==> config.mk <==
export PLATFORM = sky130hd
export DESIGN_NAME = dual_aux_pwm_timer
export DESIGN_NICKNAME = d
export VERILOG_FILES = /design/src/logic/aux_pwm_channel.v /design/src/logic/dual_aux_pwm_timer.v
export VERILOG_INCLUDE_DIRS = /design/src /design/src/logic
export SDC_FILE = /design/constraint.sdc
export NUM_CORES = 1
export LEC_CHECK = 0
export CORE_ASPECT_RATIO = 0.8
export CORE_UTILIZATION = 45
export DETAILED_ROUTE_END_ITERATION = 10
export DONT_BUFFER_PORTS = 1
export GPL_ROUTABILITY_DRIVEN = 0
export GPL_TIMING_DRIVEN = 0
export SLEW_MARGIN = 20
export SYNTH_ARGS = -nofsm -noshare
export SYNTH_HDL_FRONTEND = slang
export SYNTH_SLANG_ARGS = --single-unit
==> constraint.sdc <==
create_clock -name REF_CLK -period 6.7 [get_ports REF_CLK]
set_input_delay 0.67 -clock REF_CLK [delete_from_list [all_inputs] [get_ports REF_CLK]]
set_output_delay 0.67 -clock REF_CLK [all_outputs]
set_load 0.02 [all_outputs]
==> src/logic/aux_pwm_map.vh <==
// Register map, field positions, reset values and timing counts of the dual auxiliary PWM timer.
//
// Overview of operation
// - Two outputs, 8-bit period and on-time each.
// - Mode bit one selects independent mode.
// - Time step is two core clock cycles.
// - Output zero period is two times period0+1.
// - Mode bit one: output one period uses period1.
// - On-time is two times on-time value.
// - On-time above period gives full duty.
// - Mode bit zero: shared period from period0.
// - Offset mode keeps each own on-time register.
// - Output one rises offset after output zero.
// - New on-time applies at next cycle start.
// - Period write restarts timers; offset mode preloads timer one.
// - Reset clears mode bit: offset mode.
// - Reset sets both period registers to 0xFF.
// - Reset clears both on-time registers.
`ifndef AUX_PWM_MAP_VH
`define AUX_PWM_MAP_VH

// ----------------------------------------------------------------------------
// Register byte offsets
// ----------------------------------------------------------------------------
`define OFS_MODE_CONTROL 8'h00
`define OFS_PERIOD_ZERO 8'h04
`define OFS_PERIOD_ONE 8'h08
`define OFS_ONTIME_ZERO 8'h0C
`define OFS_ONTIME_ONE 8'h10
`define OFS_STATUS 8'h14

// ----------------------------------------------------------------------------
// Register indices and field positions
// ----------------------------------------------------------------------------
`define IDX_MODE_CONTROL 3'h0
`define IDX_PERIOD_ZERO 3'h1
`define IDX_PERIOD_ONE 3'h2
`define IDX_ONTIME_ZERO 3'h3
`define IDX_ONTIME_ONE 3'h4
`define IDX_STATUS 3'h5
`define IDX_NONE 3'h7
`define MODE_INDEP_BIT 8

// ----------------------------------------------------------------------------
// Reset values and bus answers
// ----------------------------------------------------------------------------
`define RST_MODE_INDEP 1'h0
`define RST_PERIOD 8'hFF
`define RST_ONTIME 8'h00
`define RESP_OKAY 2'h0
`define RESP_DECERR 2'h3

// ----------------------------------------------------------------------------
// Timing: core clock cycles per time step
// ----------------------------------------------------------------------------
`define STEP_CYCLES 2

`endif

==> src/logic/aux_pwm_channel.v <==
// One auxiliary pulse-width channel: period timer, on-time latch and output flop.
`timescale 1ns/1ps

module aux_pwm_channel (
	// Clock and reset
	input wire clk,
	input wire reset_n,
	// Time step and restart
	input wire step,
	input wire restart,
	// Settings
	input wire [7:0] period,
	input wire [7:0] ontime,
	input wire [7:0] load_value,
	// State
	output reg [7:0] count,
	output reg pwm_out
);

	// ------------------------------------------------------------------------
	// Timer and output
	// ------------------------------------------------------------------------
	reg [7:0] ontime_latched;
	reg started;
	wire [8:0] next_count;

	assign next_count = {1'b0, count} + 9'h001;

	always @(posedge clk or negedge reset_n) begin
		if (!reset_n) begin
			count <= 8'h00;
			ontime_latched <= 8'h00;
			started <= 1'b1;
			pwm_out <= 1'b0;
		end else if (restart) begin
			// A nonzero load delays the first cycle start until the timer wraps.
			count <= load_value;
			if (load_value == 8'h00) begin
				ontime_latched <= ontime;
				started <= 1'b1;
				pwm_out <= (ontime != 8'h00);
			end else begin
				started <= 1'b0;
				pwm_out <= 1'b0;
			end
		end else if (step) begin
			if (count == period) begin
				count <= 8'h00;
				ontime_latched <= ontime;
				started <= 1'b1;
				pwm_out <= (ontime != 8'h00);
			end else begin
				count <= next_count[7:0];
				// An on-time beyond the period never ends inside the cycle.
				pwm_out <= started && (next_count < {1'b0, ontime_latched});
			end
		end
	end

endmodule // aux_pwm_channel

==> src/logic/dual_aux_pwm_timer.v <==
// Dual auxiliary PWM timer with its AXI4-Lite register slave.
`timescale 1ns/1ps
`include "aux_pwm_map.vh"

module dual_aux_pwm_timer (
	// Clock and reset
	input wire REF_CLK,
	input wire RESET_N,
	// AXI4-Lite write address
	input wire [7:0] AWADDR,
	input wire [2:0] AWPROT,
	input wire AWVALID,
	output reg AWREADY,
	// AXI4-Lite write data
	input wire [31:0] WDATA,
	input wire [3:0] WSTRB,
	input wire WVALID,
	output reg WREADY,
	// AXI4-Lite write response
	output reg [1:0] BRESP,
	output reg BVALID,
	input wire BREADY,
	// AXI4-Lite read address
	input wire [7:0] ARADDR,
	input wire [2:0] ARPROT,
	input wire ARVALID,
	output reg ARREADY,
	// AXI4-Lite read data
	output reg [31:0] RDATA,
	output reg [1:0] RRESP,
	output reg RVALID,
	input wire RREADY,
	// Auxiliary outputs
	output wire AUX_OUT0,
	output wire AUX_OUT1
);

	// ------------------------------------------------------------------------
	// Address decode
	// ------------------------------------------------------------------------
	function [2:0] reg_index;
		input [7:0] addr;
		begin
			case (addr)
				`OFS_MODE_CONTROL: reg_index = `IDX_MODE_CONTROL;
				`OFS_PERIOD_ZERO: reg_index = `IDX_PERIOD_ZERO;
				`OFS_PERIOD_ONE: reg_index = `IDX_PERIOD_ONE;
				`OFS_ONTIME_ZERO: reg_index = `IDX_ONTIME_ZERO;
				`OFS_ONTIME_ONE: reg_index = `IDX_ONTIME_ONE;
				`OFS_STATUS: reg_index = `IDX_STATUS;
				default: reg_index = `IDX_NONE;
			endcase
		end
	endfunction

	// ------------------------------------------------------------------------
	// Registers and internal state
	// ------------------------------------------------------------------------
	reg mode_indep;
	reg [7:0] aux_period0;
	reg [7:0] aux_period1;
	reg [7:0] aux_ontime0;
	reg [7:0] aux_ontime1;
	reg [7:0] awaddr_held;
	reg [31:0] wdata_held;
	reg [3:0] wstrb_held;
	reg restart;
	reg step_phase;
	wire [7:0] count0;
	wire [7:0] count1;
	wire write_go;
	wire [2:0] write_index;
	wire [2:0] read_index;
	wire [7:0] period_ch1;
	wire [7:0] load_ch1;
	reg [31:0] next_rdata;

	assign write_go = !AWREADY && !WREADY && !BVALID;
	assign write_index = reg_index(awaddr_held);
	assign read_index = reg_index(ARADDR);

	// ------------------------------------------------------------------------
	// Write channels
	// ------------------------------------------------------------------------
	// Address and data are held separately, so either may arrive first.
	always @(posedge REF_CLK or negedge RESET_N) begin
		if (!RESET_N) begin
			AWREADY <= 1'b1;
			WREADY <= 1'b1;
			BVALID <= 1'b0;
			BRESP <= `RESP_OKAY;
			awaddr_held <= 8'h00;
			wdata_held <= 32'h00000000;
			wstrb_held <= 4'h0;
		end else begin
			if (AWVALID && AWREADY) begin
				awaddr_held <= AWADDR;
				AWREADY <= 1'b0;
			end
			if (WVALID && WREADY) begin
				wdata_held <= WDATA;
				wstrb_held <= WSTRB;
				WREADY <= 1'b0;
			end
			if (write_go) begin
				BVALID <= 1'b1;
				if (write_index == `IDX_NONE) begin
					BRESP <= `RESP_DECERR;
				end else begin
					BRESP <= `RESP_OKAY;
				end
			end
			if (BVALID && BREADY) begin
				BVALID <= 1'b0;
				AWREADY <= 1'b1;
				WREADY <= 1'b1;
			end
		end
	end

	// ------------------------------------------------------------------------
	// Register file
	// ------------------------------------------------------------------------
	// Writes are taken at any time; period or mode writes restart both timers.
	always @(posedge REF_CLK or negedge RESET_N) begin
		if (!RESET_N) begin
			mode_indep <= `RST_MODE_INDEP;
			aux_period0 <= `RST_PERIOD;
			aux_period1 <= `RST_PERIOD;
			aux_ontime0 <= `RST_ONTIME;
			aux_ontime1 <= `RST_ONTIME;
			restart <= 1'b0;
		end else begin
			restart <= 1'b0;
			if (write_go) begin
				case (write_index)
					`IDX_MODE_CONTROL: begin
						if (wstrb_held[1]) begin
							mode_indep <= wdata_held[`MODE_INDEP_BIT];
							restart <= 1'b1;
						end
					end
					`IDX_PERIOD_ZERO: begin
						if (wstrb_held[0]) begin
							aux_period0 <= wdata_held[7:0];
							restart <= 1'b1;
						end
					end
					`IDX_PERIOD_ONE: begin
						if (wstrb_held[0]) begin
							aux_period1 <= wdata_held[7:0];
							restart <= 1'b1;
						end
					end
					`IDX_ONTIME_ZERO: begin
						if (wstrb_held[0]) begin
							aux_ontime0 <= wdata_held[7:0];
						end
					end
					`IDX_ONTIME_ONE: begin
						if (wstrb_held[0]) begin
							aux_ontime1 <= wdata_held[7:0];
						end
					end
					default: begin
						restart <= 1'b0;
					end
				endcase
			end
		end
	end

	// ------------------------------------------------------------------------
	// Read channels
	// ------------------------------------------------------------------------
	always @* begin
		next_rdata = 32'h00000000;
		case (read_index)
			`IDX_MODE_CONTROL: next_rdata[`MODE_INDEP_BIT] = mode_indep;
			`IDX_PERIOD_ZERO: next_rdata[7:0] = aux_period0;
			`IDX_PERIOD_ONE: next_rdata[7:0] = aux_period1;
			`IDX_ONTIME_ZERO: next_rdata[7:0] = aux_ontime0;
			`IDX_ONTIME_ONE: next_rdata[7:0] = aux_ontime1;
			`IDX_STATUS: next_rdata = {8'h00, count1, count0, 6'h00, AUX_OUT1, AUX_OUT0};
			default: next_rdata = 32'h00000000;
		endcase
	end

	always @(posedge REF_CLK or negedge RESET_N) begin
		if (!RESET_N) begin
			ARREADY <= 1'b1;
			RVALID <= 1'b0;
			RDATA <= 32'h00000000;
			RRESP <= `RESP_OKAY;
		end else begin
			if (ARVALID && ARREADY) begin
				ARREADY <= 1'b0;
				RVALID <= 1'b1;
				RDATA <= next_rdata;
				if (read_index == `IDX_NONE) begin
					RRESP <= `RESP_DECERR;
				end else begin
					RRESP <= `RESP_OKAY;
				end
			end else if (RVALID && RREADY) begin
				RVALID <= 1'b0;
				ARREADY <= 1'b1;
			end
		end
	end

	// ------------------------------------------------------------------------
	// Time step divider
	// ------------------------------------------------------------------------
	// A restart realigns the step so every new cycle lasts whole steps.
	always @(posedge REF_CLK or negedge RESET_N) begin
		if (!RESET_N) begin
			step_phase <= 1'b0;
		end else if (restart) begin
			step_phase <= 1'b0;
		end else begin
			step_phase <= ~step_phase;
		end
	end

	// ------------------------------------------------------------------------
	// Mode selection for the second channel
	// ------------------------------------------------------------------------
	// In offset mode the second timer shares the first period and starts
	// preloaded so that it wraps period1+1 steps after the first one. With
	// period1 not below period0 the offset collapses to zero.
	assign period_ch1 = mode_indep ? aux_period1 : aux_period0;
	assign load_ch1 = (mode_indep || (aux_period1 >= aux_period0)) ? 8'h00 :
		(aux_period0 - aux_period1);

	// ------------------------------------------------------------------------
	// Channels
	// ------------------------------------------------------------------------
	aux_pwm_channel u_channel0 (
		.clk(REF_CLK),
		.reset_n(RESET_N),
		.step(step_phase),
		.restart(restart),
		.period(aux_period0),
		.ontime(aux_ontime0),
		.load_value(8'h00),
		.count(count0),
		.pwm_out(AUX_OUT0)
	);

	aux_pwm_channel u_channel1 (
		.clk(REF_CLK),
		.reset_n(RESET_N),
		.step(step_phase),
		.restart(restart),
		.period(period_ch1),
		.ontime(aux_ontime1),
		.load_value(load_ch1),
		.count(count1),
		.pwm_out(AUX_OUT1)
	);

endmodule // dual_aux_pwm_timer

==> results.sh, run 1 <==
export IMPL_r2r_cells=10
export IMPL_synth_edf_count=0
export IMPL_path_max_fanout=8
export IMPL_vias_per_cell=5.66
export IMPL_synth_area_um2=6370
export IMPL_final_util_pct=52.9
export IMPL_core_um2=13700
export IMPL_num_vias=4513
export IMPL_final_common_cell="dfrtp_1"
export IMPL_power_share_clock_pct=28.8
export IMPL_antenna_left=0
export IMPL_final_area_um2=7240
export IMPL_yosysWarnings=0
export IMPL_drv_slew=0
export IMPL_layout_nets=696
export IMPL_power_share_switching_pct=35.3
export IMPL_holdCritPathClass="in2async"
export IMPL_netlist_cell_type_count=60
export IMPL_io_pins=108
export IMPL_yosysSeqAreaShare_pct=47.5
export IMPL_cts_htree_levels=4
export IMPL_reg2reg_to="u_channel1.ontime_latched[7]$_DFFE_PN0P_"
export IMPL_row_count=38
export IMPL_worstSetupStartpoint="aux_period1[0]$_DFFE_PN1P_"
export IMPL_cts_root_buf="clkbuf_16"
export IMPL_die_w_um=135
export IMPL_async_reset_ff_share_pct=100
export IMPL_grt_overflow=0
export IMPL_antenna_found_initial=0
export IMPL_fmax_ghz=0.313
export IMPL_start_util_pct=46.5
export IMPL_setup_ws_ns=3.51
export IMPL_end_kind="flop"
export IMPL_status="completed"
export IMPL_max_cap_viol_count=0
export IMPL_vdd_drop_max_mv=0.204
export IMPL_grt_pass1_vias=4413
export IMPL_max_slew_margin_pct=38.5
export IMPL_area_delta_synth_final_pct=13.6
export IMPL_cts_sinks=120
export IMPL_finClkSkew_ns=0.0109
export IMPL_yosysTopAreaCell="dfrtp_1"
export IMPL_critPathLaunchType="flop"
export IMPL_fin_cells=798
export IMPL_synthTopCellsByArea="dfrtp_1, mux2_2, dfstp_2"
export IMPL_hold_slack_ns=0.102
export IMPL_synth_top_area_share_pct=39.3
export IMPL_drcViolationCount=0
export IMPL_synth_seq_cells=120
export IMPL_tns_ns=0
export IMPL_clkSlewWorstSetupHoldPaths_ns=0.05
export IMPL_p_int_mw=2.02
export IMPL_worst_pin_slew_ns=0.921
export IMPL_drive_gt1_share_pct=22.7
export IMPL_p_sw_mw=1.10
export IMPL_port_buffers=0
export IMPL_place_inst=765
export IMPL_period_needed_ns=3.19
export IMPL_place_area_um2=6620
export IMPL_power_mw=3.12
export IMPL_ys_flop_type="dfrtp_1"
export IMPL_cts_tree="done"
export IMPL_avgRoutedWirePerCell_um=19.2
export IMPL_cp_required_ns=6.99
export IMPL_grt_usage_pct=22.7
export IMPL_syn_inst=578
export IMPL_setup_violations=0
export IMPL_die_area_um2=14600
export IMPL_dp_slack_ns=3.53
export IMPL_worstSkewPairLatency_ns=0.42
export IMPL_finalCritPeriodShare_pct=47.6
export IMPL_drt_wl_total_um=15300
export IMPL_die_y_um=108
export IMPL_p_seq_share_pct=35.5
export IMPL_path_class="reg2reg"
export IMPL_r2r_slack_ns=3.51
export IMPL_dp_hpwl_um=11200
export IMPL_grt_max_degree=101
export IMPL_arrival_ns=3.49
export IMPL_final_cell_mix="dfrtp_1, mux2_2, nand2_1"
export IMPL_rsz0062_at_grt="no"
export IMPL_power_density_nw_per_um2=430
export IMPL_drt_pass1_iter_count=6
export IMPL_hold_violations=0
export IMPL_numCtsBuffers=17
export IMPL_grt_first_pass_wirelength_um=24500
export IMPL_drtIter0Drc=365
export IMPL_rr_startpoint="aux_period1[0]$_DFFE_PN1P_"
export IMPL_p_leak_nw=3.22
export IMPL_diodes=0
export IMPL_ctsLongestPathBuffers=2
export IMPL_power_frac_comb_pct=35.7
export IMPL_cts_resized=0
export IMPL_syn_avg_cell_area_um2=11.0
how the worst max path moves through the flow:
stage | to | slack (ns) | cells after the start
5_1_grt | u_channel1.ontime_latched[5]$_DFFE_PN0P_ | 3.34 | 10
3_3_place_gp | u_channel1.ontime_latched[2]$_DFFE_PN0P_ | 3.56 | 10
3_5_place_dp | u_channel1.ontime_latched[5]$_DFFE_PN0P_ | 3.53 | 10
4_1_cts | u_channel1.ontime_latched[7]$_DFFE_PN0P_ | 3.52 | 10
2_1_floorplan | u_channel1.ontime_latched[0]$_DFFE_PN0P_ | 3.81 | 10
6_report | u_channel1.ontime_latched[7]$_DFFE_PN0P_ | 3.51 | 10
per-layer routing:
layer  part of all wire, %  track usage, %  vias to the layer above
li1                      -               -                     2117
met1                    49            33.2                     2196
met2                    41            31.2                      178
met3                   7.9            6.56                       22
met4                   2.1            9.15                        0
met5                     0               0                        -
power groups by stage:
stage / registers [mW] / clock network (mW) / logic (mW)
after floorplan: 1.03 / 0 / 0.898
after CTS: 1.10 / 0.912 / 1.11
after detailed placement: 1.12 / 0 / 1.09
after global placement: 1.11 / 0 / 1.07
final: 1.11 / 0.897 / 1.11
after global routing: 1.13 / 0.949 / 1.24
worst max-delay path: stages, from the launching register on:
cell and delay (ns):
dfstp_2 0.55, ha_1 0.18, inv_1 0.06, fa_1 0.40, a211o_1 0.35, a2111o_1 0.37, o211ai_1 0.15, nand2_1 0.09
o21a_1 0.24, o21ai_4 0.31, mux2_2 0.38
logic make-up (layout without fill, tap and decap cells):
kind of cell | Yosys count | after routing | synth area share [%]
and+or+nand+nor | 130 | 130 | 10.3
DFF | 120 | 120 | 47.5
AOI/OAI and AO/OA | 114 | 114 | 12.8
muxes | 81 | 81 | 14.1
buffers and inverters | 71 | 104 | 5.18
xor gates and xnor gates | 35 | 35 | 4.81
adders and majority gates | 26 | 26 | 5.22
other | 1 | 8 | 0.0589
synthesized netlist by cell type, types with 7 or more instances:
cell,instances
dfstp_2,20
ha_1,25
nor3_1,7
nand2b_1,7
buf_4,10
inv_1,34
nand3_1,8
mux2_2,69
clkbuf_1,19
mux2i_1,12
a22o_1,15
nand2_1,39
a21oi_1,15
dfrtp_1,100
xor2_1,11
and3_1,11
a222oi_1,8
nor2_1,24
xnor2_1,24
o21ai_0,26
a21boi_0,10
state kept, by name (all words and copies together), names as in the netlist, 2 cells and up:
signal / cells
RDATA: 24
aux_ontime0: 8
aux_ontime1: 8
aux_period0: 8
aux_period1: 8
awaddr_held: 8
u_channel0.count: 8
u_channel0.ontime_latched: 8
u_channel1.count: 8
u_channel1.ontime_latched: 8
wdata_held: 9
wstrb_held: 2
timing repair:
item,4_1_cts,5_1_grt
setup buffers,0,0
endpoints found under the setup margin,0,0
hold buffers,1,0
endpoints found under the hold margin,100,0
final cells by class:
class | instances | area (um^2)
buffer | 35 | 195
clock buffer | 24 | 492
clock inverter | 8 | 97.6
fill | 1193 | 6450
inverter | 36 | 135
multi-input combinational | 394 | 3040
sequential | 120 | 3030
tap | 180 | 225
timing repair buffer | 1 | 27.5
(Power assumes the default switching activity.)
==> run 2: changes to the inputs <==
--- a/config.mk
+++ b/config.mk
@@ -6,6 +6,7 @@
 export SDC_FILE = /design/constraint.sdc
 export NUM_CORES = 1
 export LEC_CHECK = 0
+export ABC_AREA = 1
 export CORE_ASPECT_RATIO = 0.8
 export CORE_UTILIZATION = 45
 export DETAILED_ROUTE_END_ITERATION = 10
==> constraint.sdc (replaced) <==
create_clock -name REF_CLK -period 2.9 [get_ports REF_CLK]
set_input_delay 0.29 -clock REF_CLK [delete_from_list [all_inputs] [get_ports REF_CLK]]
set_output_delay 0.29 -clock REF_CLK [all_outputs]
set_load 0.02 [all_outputs]
==> run 2 against run 1 <==
- count of clock-buffer cells in the layout down 2
- critical endpoint is now u_channel1.started$_DFFE_PN1P_
- critical path type unchanged
- cell count increased by 34%
- sequential share of layout area fell by 1.7 points
- clock power up 140%
- largest cell class unchanged
- combinational power grew to 3.2 times the previous value
- critical path depth up 5
- global-route usage grew 2.4 points
- the flow now finishes with violations (hold timing)
- flip-flop and latch count is the same
- highest routed layer unchanged
- register-to-register slack got worse by 3.3 ns
- die area rose by 4.2%
- sequential power increased to 2.6 times the previous value
- wire length rose by 17%
==> results.sh, run 2 <==
export IMPL_status="finished, violations left"
export IMPL_violations="hold timing"
export IMPL_p_leak_nw=3.68
export IMPL_area_delta_synth_final_pct=13.7
export IMPL_synthTopCellsByCount="nand2_1, inv_1, dfrtp_1, o21ai_0, nand3_1"
export IMPL_final_cell_mix="nand2_1, inv_1, dfrtp_1"
export IMPL_clkSlewWorstSetupHoldPaths_ns=0.06
export IMPL_worst_pin_slew_ns=0.730
export IMPL_cts_htree_levels=4
export IMPL_grtUsageMet1_pct=35.2
export IMPL_yosysWarnings=0
export IMPL_drt_pass1_iter_count=5
export IMPL_setup_violations=0
export IMPL_layout_nets=962
export IMPL_synth_area_um2=6640
export IMPL_postCtsSetupBuffers=0
export IMPL_grt_usage_pct=25.2
export IMPL_vdd_drop_max_mv=0.622
export IMPL_num_vias=5763
export IMPL_yosysSeqAreaShare_pct=45.6
export IMPL_diodes=0
export IMPL_rsz0062_at_grt="no"
export IMPL_grt_busiest_layer="met2"
export IMPL_synth_seq_cells=120
export IMPL_start_util_pct=46.3
export IMPL_path_class="reg2reg"
export IMPL_cts_sinks=120
export IMPL_netlist_cell_type_count=44
export IMPL_grt_first_pass_wirelength_um=29000
export IMPL_synthTopCellsByArea="dfrtp_1, nand2_1, dfstp_2"
export IMPL_drive_gt1_share_pct=10.2
export IMPL_syn_avg_cell_area_um2=7.90
export IMPL_ctsHoldBuffers=4
export IMPL_critPathLaunchType="flop"
export IMPL_largest_reg_flops=24
export IMPL_synth_edf_count=0
export IMPL_grtUsageMet2_pct=37.9
export IMPL_drt_wl_total_um=17900
export IMPL_reg2reg_to="u_channel1.started$_DFFE_PN1P_"
export IMPL_arrival_ns=3.01
export IMPL_dp_hpwl_um=13000
export IMPL_cts_tree="done"
export IMPL_rr_startpoint="aux_period0[0]$_DFFE_PN1P_"
export IMPL_final_common_cell="nand2_1"
export IMPL_antenna_found_initial=0
export IMPL_path_max_fanout=9
export IMPL_vias_per_cell=5.40
export IMPL_power_mw=8.59
export IMPL_ys_flop_type="dfrtp_1"
export IMPL_r2r_cells=15
export IMPL_die_w_um=138
export IMPL_worstSkewPairLatency_ns=0.42
export IMPL_grt_pass1_vias=5601
export IMPL_end_kind="flop"
export IMPL_hold_slack_ns=-0.429
export IMPL_cp_required_ns=3.23
export IMPL_tns_ns=0
export IMPL_numCtsBuffers=17
export IMPL_async_reset_ff_share_pct=100
export IMPL_setup_worst_path_end="u_channel1.started$_DFFE_PN1P_"
export IMPL_grt_max_degree=121
export IMPL_core_um2=14300
export IMPL_cts_root_buf="clkbuf_16"
export IMPL_max_slew_margin_pct=51.2
export IMPL_drv_slew=0
export IMPL_die_area_um2=15300
export IMPL_port_buffers=0
export IMPL_period_needed_ns=2.68
export IMPL_worstSetupStartpoint="aux_period0[0]$_DFFE_PN1P_"
export IMPL_max_cap_viol_count=0
export IMPL_r2r_slack_ns=0.22
export IMPL_row_count=39
export IMPL_finClkSkew_ns=0.00731
export IMPL_holdCritPathClass="in2async"
export IMPL_power_density_nw_per_um2=1140
export IMPL_syn_inst=841
export IMPL_finalCritPeriodShare_pct=92.4
export IMPL_hold_violations=120
export IMPL_fmax_ghz=0.373
export IMPL_die_y_um=111
export IMPL_grt_overflow=0
export IMPL_avgRoutedWirePerCell_um=16.7
export IMPL_io_pins=108
export IMPL_synth_top_area_share_pct=37.7
export IMPL_top_regs="RDATA: 24 flops, wdata_held: 9 flops"
export IMPL_ctsLongestPathBuffers=2
export IMPL_yosysTopAreaCell="dfrtp_1"
export IMPL_drtIter0Drc=520
export IMPL_yosysMostFrequentCell="nand2_1"
export IMPL_largest_register="RDATA"
export IMPL_grt_use_met3_pct=4.89
export IMPL_antenna_left=0
export IMPL_final_util_pct=52.7
export IMPL_drcViolationCount=0
run 2: cell types whose count changed after synthesis, sizes merged, moves of 15 or more:
cell,change
mux2,-62
nor2,+25
xnor2,-21
nand3,+51
nand2,+208
o21ai,+49
inv,+81
a22o,-15
run 2: per-stage QoR:
step	hold WS (ns)	cells	area [um^2]	setup WS [ns]
after detailed placement	-0.00195	1032	6900	0.226
after CTS	-0.444	1068	7550	0.198
after global placement	-0.00192	1032	6900	0.261
after global routing	-0.448	1068	7550	0.00356
final	-0.429	1068	7550	0.220
after floorplan	-0.00559	848	6670	0.632
run 2: per-layer routing:
| layer | routed length (um) | vias up | part of all wire, % |
|---|---|---|---|
| met5 | 0 | - | 0 |
| met4 | 361 | 0 | 2.0 |
| met3 | 1120 | 27 | 6.3 |
| met2 | 8030 | 202 | 45 |
| met1 | 8370 | 2744 | 47 |
| li1 | - | 2790 | - |
run 2: area by class of cell:
| class | count | area [um^2] |
|---|---|---|
| fill | 1341 | 6790 |
| multi-input combinational | 584 | 3050 |
| sequential | 120 | 3030 |
| clock buffer | 22 | 464 |
| inverter | 115 | 432 |
| tap | 184 | 230 |
| buffer | 29 | 160 |
| clock inverter | 10 | 145 |
| timing repair buffer | 4 | 40.0 |
run 2: cells by family (layout without fill, tap and decap cells):
group / count (synthesis) / after routing / synth area share [%]
buffers and inverters: 144 / 180 / 8.91
other: 1 / 8 / 0.0564
adders and majority gates: 26 / 26 / 5.01
DFF: 120 / 120 / 45.6
and+or+nand+nor: 385 / 385 / 24.9
xor gates and xnor gates: 20 / 20 / 2.64
muxes: 7 / 7 / 1.19
AOI/OAI and AO/OA: 138 / 138 / 11.8
run 2: worst min path at each step:
stage            start                    to  cells past startpoint
6_report       RESET_N  RDATA[8]$_DFFE_PN0P_                      0
5_1_grt        RESET_N  RDATA[8]$_DFFE_PN0P_                      0
4_1_cts        RESET_N  RDATA[8]$_DFFE_PN0P_                      0
3_5_place_dp   RESET_N  RDATA[8]$_DFFE_PN0P_                      0
3_3_place_gp   RESET_N  RDATA[8]$_DFFE_PN0P_                      0
2_1_floorplan  RESET_N  BRESP[0]$_DFFE_PN0P_                      0
run 2: critical path, cell delays in order (launching register included):
cell and delay, ns:
dfstp_2 0.58, inv_1 0.10, ha_1 0.20, inv_1 0.11, fa_1 0.24, nand2_1 0.08, nand2_1 0.11, nand3_1 0.08
nand2_1 0.13, nand2_2 0.12, nor2_1 0.25, nor2_1 0.09, nand3_1 0.10, nand2_2 0.14, nand2_4 0.16, o21ai_0 0.10
run 2: report_power, final:
group | switching (mW) | internal [mW]
Combinational | 2.30 | 1.23
Sequential | 0.612 | 2.26
Clock | 0.787 | 1.40
Total | 3.70 | 4.88
run 2: what timing repair did:
item | in CTS | in global routing
gates resized for setup | 0 | 1
endpoints found under the setup margin | 0 | 9
endpoints found under the hold margin | 124 | 120
==> run 3: changes to the inputs <==
--- a/config.mk
+++ b/config.mk
@@ -13,7 +13,9 @@
 export DONT_BUFFER_PORTS = 1
 export GPL_ROUTABILITY_DRIVEN = 0
 export GPL_TIMING_DRIVEN = 0
+export SKIP_CTS_REPAIR_TIMING = 1
 export SLEW_MARGIN = 20
 export SYNTH_ARGS = -nofsm -noshare
 export SYNTH_HDL_FRONTEND = slang
+export SYNTH_HIERARCHICAL = 1
 export SYNTH_SLANG_ARGS = --single-unit
==> run 3 against run 2 <==
- the flow finishes with violations (hold timing, setup timing)
- global-route usage down 2.0 points
- critical path depth grew 2
- count of clock-buffer cells in the layout down 3
- clock power about the same
- wire length down 2.8%
- via count down 0.87%
- synthesized cell count up 3.4%
- maximum frequency fell by 9.0%
- critical endpoint is now u_channel1/ontime_latched[1]$_DFFE_PN0P_
==> results.sh, run 3 <==
export IMPL_synth_top_area_share_pct=35.8
export IMPL_diodes=0
export IMPL_max_slew_margin_pct=64.8
export IMPL_ys_flop_type="dfrtp_1"
export IMPL_vdd_drop_max_mv=0.610
export IMPL_grt_max_degree=122
export IMPL_rsz0062_at_grt="yes"
export IMPL_slowest_delay_ns=0.58
export IMPL_power_frac_comb_pct=47.1
export IMPL_synthAdderAreaFrac_pct=4.76
export IMPL_p_int_mw=5.45
export IMPL_synth_compound_area_share_pct=13.8
export IMPL_status="finished, violations left"
export IMPL_p_seq_share_pct=30.2
export IMPL_grt_overflow=0
export IMPL_final_common_cell="nand2_1"
export IMPL_finClkSkew_ns=0.0145
export IMPL_yosysWarnings=6
export IMPL_setup_ws_ns=-0.0447
export IMPL_worst_pin_slew_ns=0.523
export IMPL_synthTopCellsByArea="dfrtp_1, nand2_1, dfstp_2"
export IMPL_antenna_found_initial=0
export IMPL_yosysMostFrequentCell="nand2_1"
export IMPL_grt_pass1_vias=5339
export IMPL_die_y_um=114
export IMPL_core_um2=15100
export IMPL_synth_xor_area_share_pct=3.26
export IMPL_grt_first_pass_wirelength_um=28000
export IMPL_drt_wl_total_um=17400
export IMPL_hold_slack_ns=-0.437
export IMPL_die_area_um2=16000
export IMPL_grt_usage_pct=23.2
export IMPL_hold_violations=121
export IMPL_arrival_ns=3.26
export IMPL_port_buffers=0
export IMPL_fmax_ghz=0.340
export IMPL_die_w_um=141
export IMPL_yosys_area_share_simple_pct=23.8
export IMPL_holdCritPathClass="in2async"
export IMPL_ctsLongestPathBuffers=2
export IMPL_path_max_fanout=8
export IMPL_cts_root_buf="clkbuf_16"
export IMPL_synth_area_um2=6990
export IMPL_power_mw=9.60
export IMPL_drt_pass1_iter_count=6
export IMPL_netlist_cell_type_count=46
export IMPL_avgRoutedWirePerCell_um=15.1
export IMPL_drcViolationCount=0
export IMPL_clkSlewWorstSetupHoldPaths_ns=0.06
export IMPL_synthMuxAreaShare_pct=0.966
export IMPL_synth_edf_count=0
export IMPL_yosysTopAreaCell="dfrtp_1"
export IMPL_power_share_switching_pct=43.2
export IMPL_drv_slew=0
export IMPL_violations="hold timing, setup timing"
export IMPL_cts_htree_levels=4
export IMPL_largest_reg_flops=24
export IMPL_power_share_clock_pct=22.7
export IMPL_layout_nets=1016
export IMPL_worstSkewPairLatency_ns=0.43
export IMPL_synthTopCellsByCount="nand2_1, inv_1, dfrtp_1, nor2_1, o21ai_0"
export IMPL_critPathLaunchType="flop"
export IMPL_p_sw_mw=4.15
export IMPL_path_class="reg2reg"
export IMPL_fillers=1470
export IMPL_cts_tree="done"
export IMPL_syn_avg_cell_area_um2=8.04
export IMPL_max_cap_viol_count=0
export IMPL_yosysSeqAreaShare_pct=43.7
export IMPL_synth_seq_cells=121
export IMPL_end_kind="flop"
export IMPL_final_cell_mix="nand2_1, inv_1, dfrtp_1"
export IMPL_path_cells="ha_4, inv_2, fa_2, nand3_2, nand3_2, a21oi_2, nor2_1, nor2_1, o21bai_2, nand3_4, nor2_2, nor4_2, and2_4, o21ai_4, buf_4, nor2_2, a21oi_2"
export IMPL_period_needed_ns=2.94
export IMPL_cp_required_ns=3.22
export IMPL_num_vias=5713
export IMPL_cts_sinks=121
export IMPL_synth_top_family_by_area="simple AND/OR/NAND/NOR gates"
export IMPL_row_count=40
export IMPL_antenna_left=0
export IMPL_vias_per_cell=4.98
export IMPL_syn_inst=870
export IMPL_numCtsBuffers=17
export IMPL_tns_ns=-0.112
export IMPL_finalCritPeriodShare_pct=102
export IMPL_setup_violations=4
export IMPL_top_regs="RDATA: 24 flops, wdata_held: 9 flops"
export IMPL_area_delta_synth_final_pct=17.2
export IMPL_dp_hpwl_um=12600
export IMPL_power_density_nw_per_um2=1170
export IMPL_largest_register="RDATA"
export IMPL_start_util_pct=46.3
export IMPL_io_pins=108
export IMPL_async_reset_ff_share_pct=100
export IMPL_p_leak_nw=3.98
export IMPL_cpMaxStageDelayCell="dfstp_2"
export IMPL_drtIter0Drc=371
export IMPL_drive_gt1_share_pct=18.1
run 3: layout make-up:
cell class / count / area, um^2 / share of cell area, %
buffer: 26 / 176 / 2.15
clock buffer: 19 / 433 / 5.28
clock inverter: 13 / 170 / 2.08
inverter: 134 / 503 / 6.14
multi-input combinational: 613 / 3480 / 42.4
sequential: 121 / 3050 / 37.3
tap: 210 / 263 / 3.21
timing repair buffer: 12 / 120 / 1.47
run 3: metrics by stage:
stage / area (um^2) / instances / worst slack, ns / util, % / hold slack (ns)
floorplan: 7080 / 893 / 0.0452 / - / -0.00559
global placement: 7340 / 1103 / -0.333 / 48.6 / 0.000523
detailed placement: 7340 / 1103 / -0.307 / 48.6 / 0.000531
CTS: 7950 / 1135 / -0.327 / 52.6 / -0.454
global route: 8200 / 1148 / -0.226 / 54.2 / -0.454
finish: 8200 / 1148 / -0.0447 / 54.2 / -0.437
run 3: power by group through the flow:
stage,clock network (mW),logic (mW),registers [mW]
finish,2.18,4.52,2.90
global route,2.29,5.08,2.97
CTS,2.21,3.72,2.89
detailed placement,0,3.69,2.91
global placement,0,3.66,2.91
floorplan,0,3.01,2.70
run 3: final timing paths:
check,startpoint,to,slack [ns],cells past startpoint
min in group REF_CLK,BREADY,WREADY$_DFFE_PN1P_,0.01,2
hold / removal,RESET_N,u_channel1/ontime_latched[3]$_DFFE_PN0P_,-0.44,0
max in group asynchronous,RESET_N,aux_period0[3]$_DFFE_PN1P_,3.11,0
setup / recovery,aux_period1[0]$_DFFE_PN1P_,u_channel1/ontime_latched[1]$_DFFE_PN0P_,-0.04,17
hold reg to reg,u_channel0/ontime_latched[0]$_DFFE_PN0P_,u_channel0/ontime_latched[0]$_DFFE_PN0P_,0.49,2
setup reg to reg,aux_period1[0]$_DFFE_PN1P_,u_channel1/ontime_latched[1]$_DFFE_PN0P_,-0.04,17
run 3: critical path, delay by kind of cell, from the launching register on:
| family | cells | cell delay (ns) |
|---|---|---|
| fa+ha+maj | 2 | 0.51 |
| simple gates | 9 | 1.15 |
| compound gates | 4 | 0.40 |
| buf+inv | 2 | 0.19 |
| flops | 1 | 0.58 |
run 3: cell families after synthesis:
kind of cell	Yosys count
mux	6
xor+xnor	26
compound gates	154
simple gates	376
buf+inv	160
other cells	1
fa+ha+maj	26
flops	121
run 3: metal layers:
metal | vias to the layer above | share of wire [%] | track usage [%]
met5 | - | 0 | 0
met1 | 2689 | 50 | 33.4
met3 | 27 | 4.6 | 4.58
met2 | 139 | 44 | 34.2
li1 | 2858 | - | -
met4 | 0 | 2.1 | 9.39
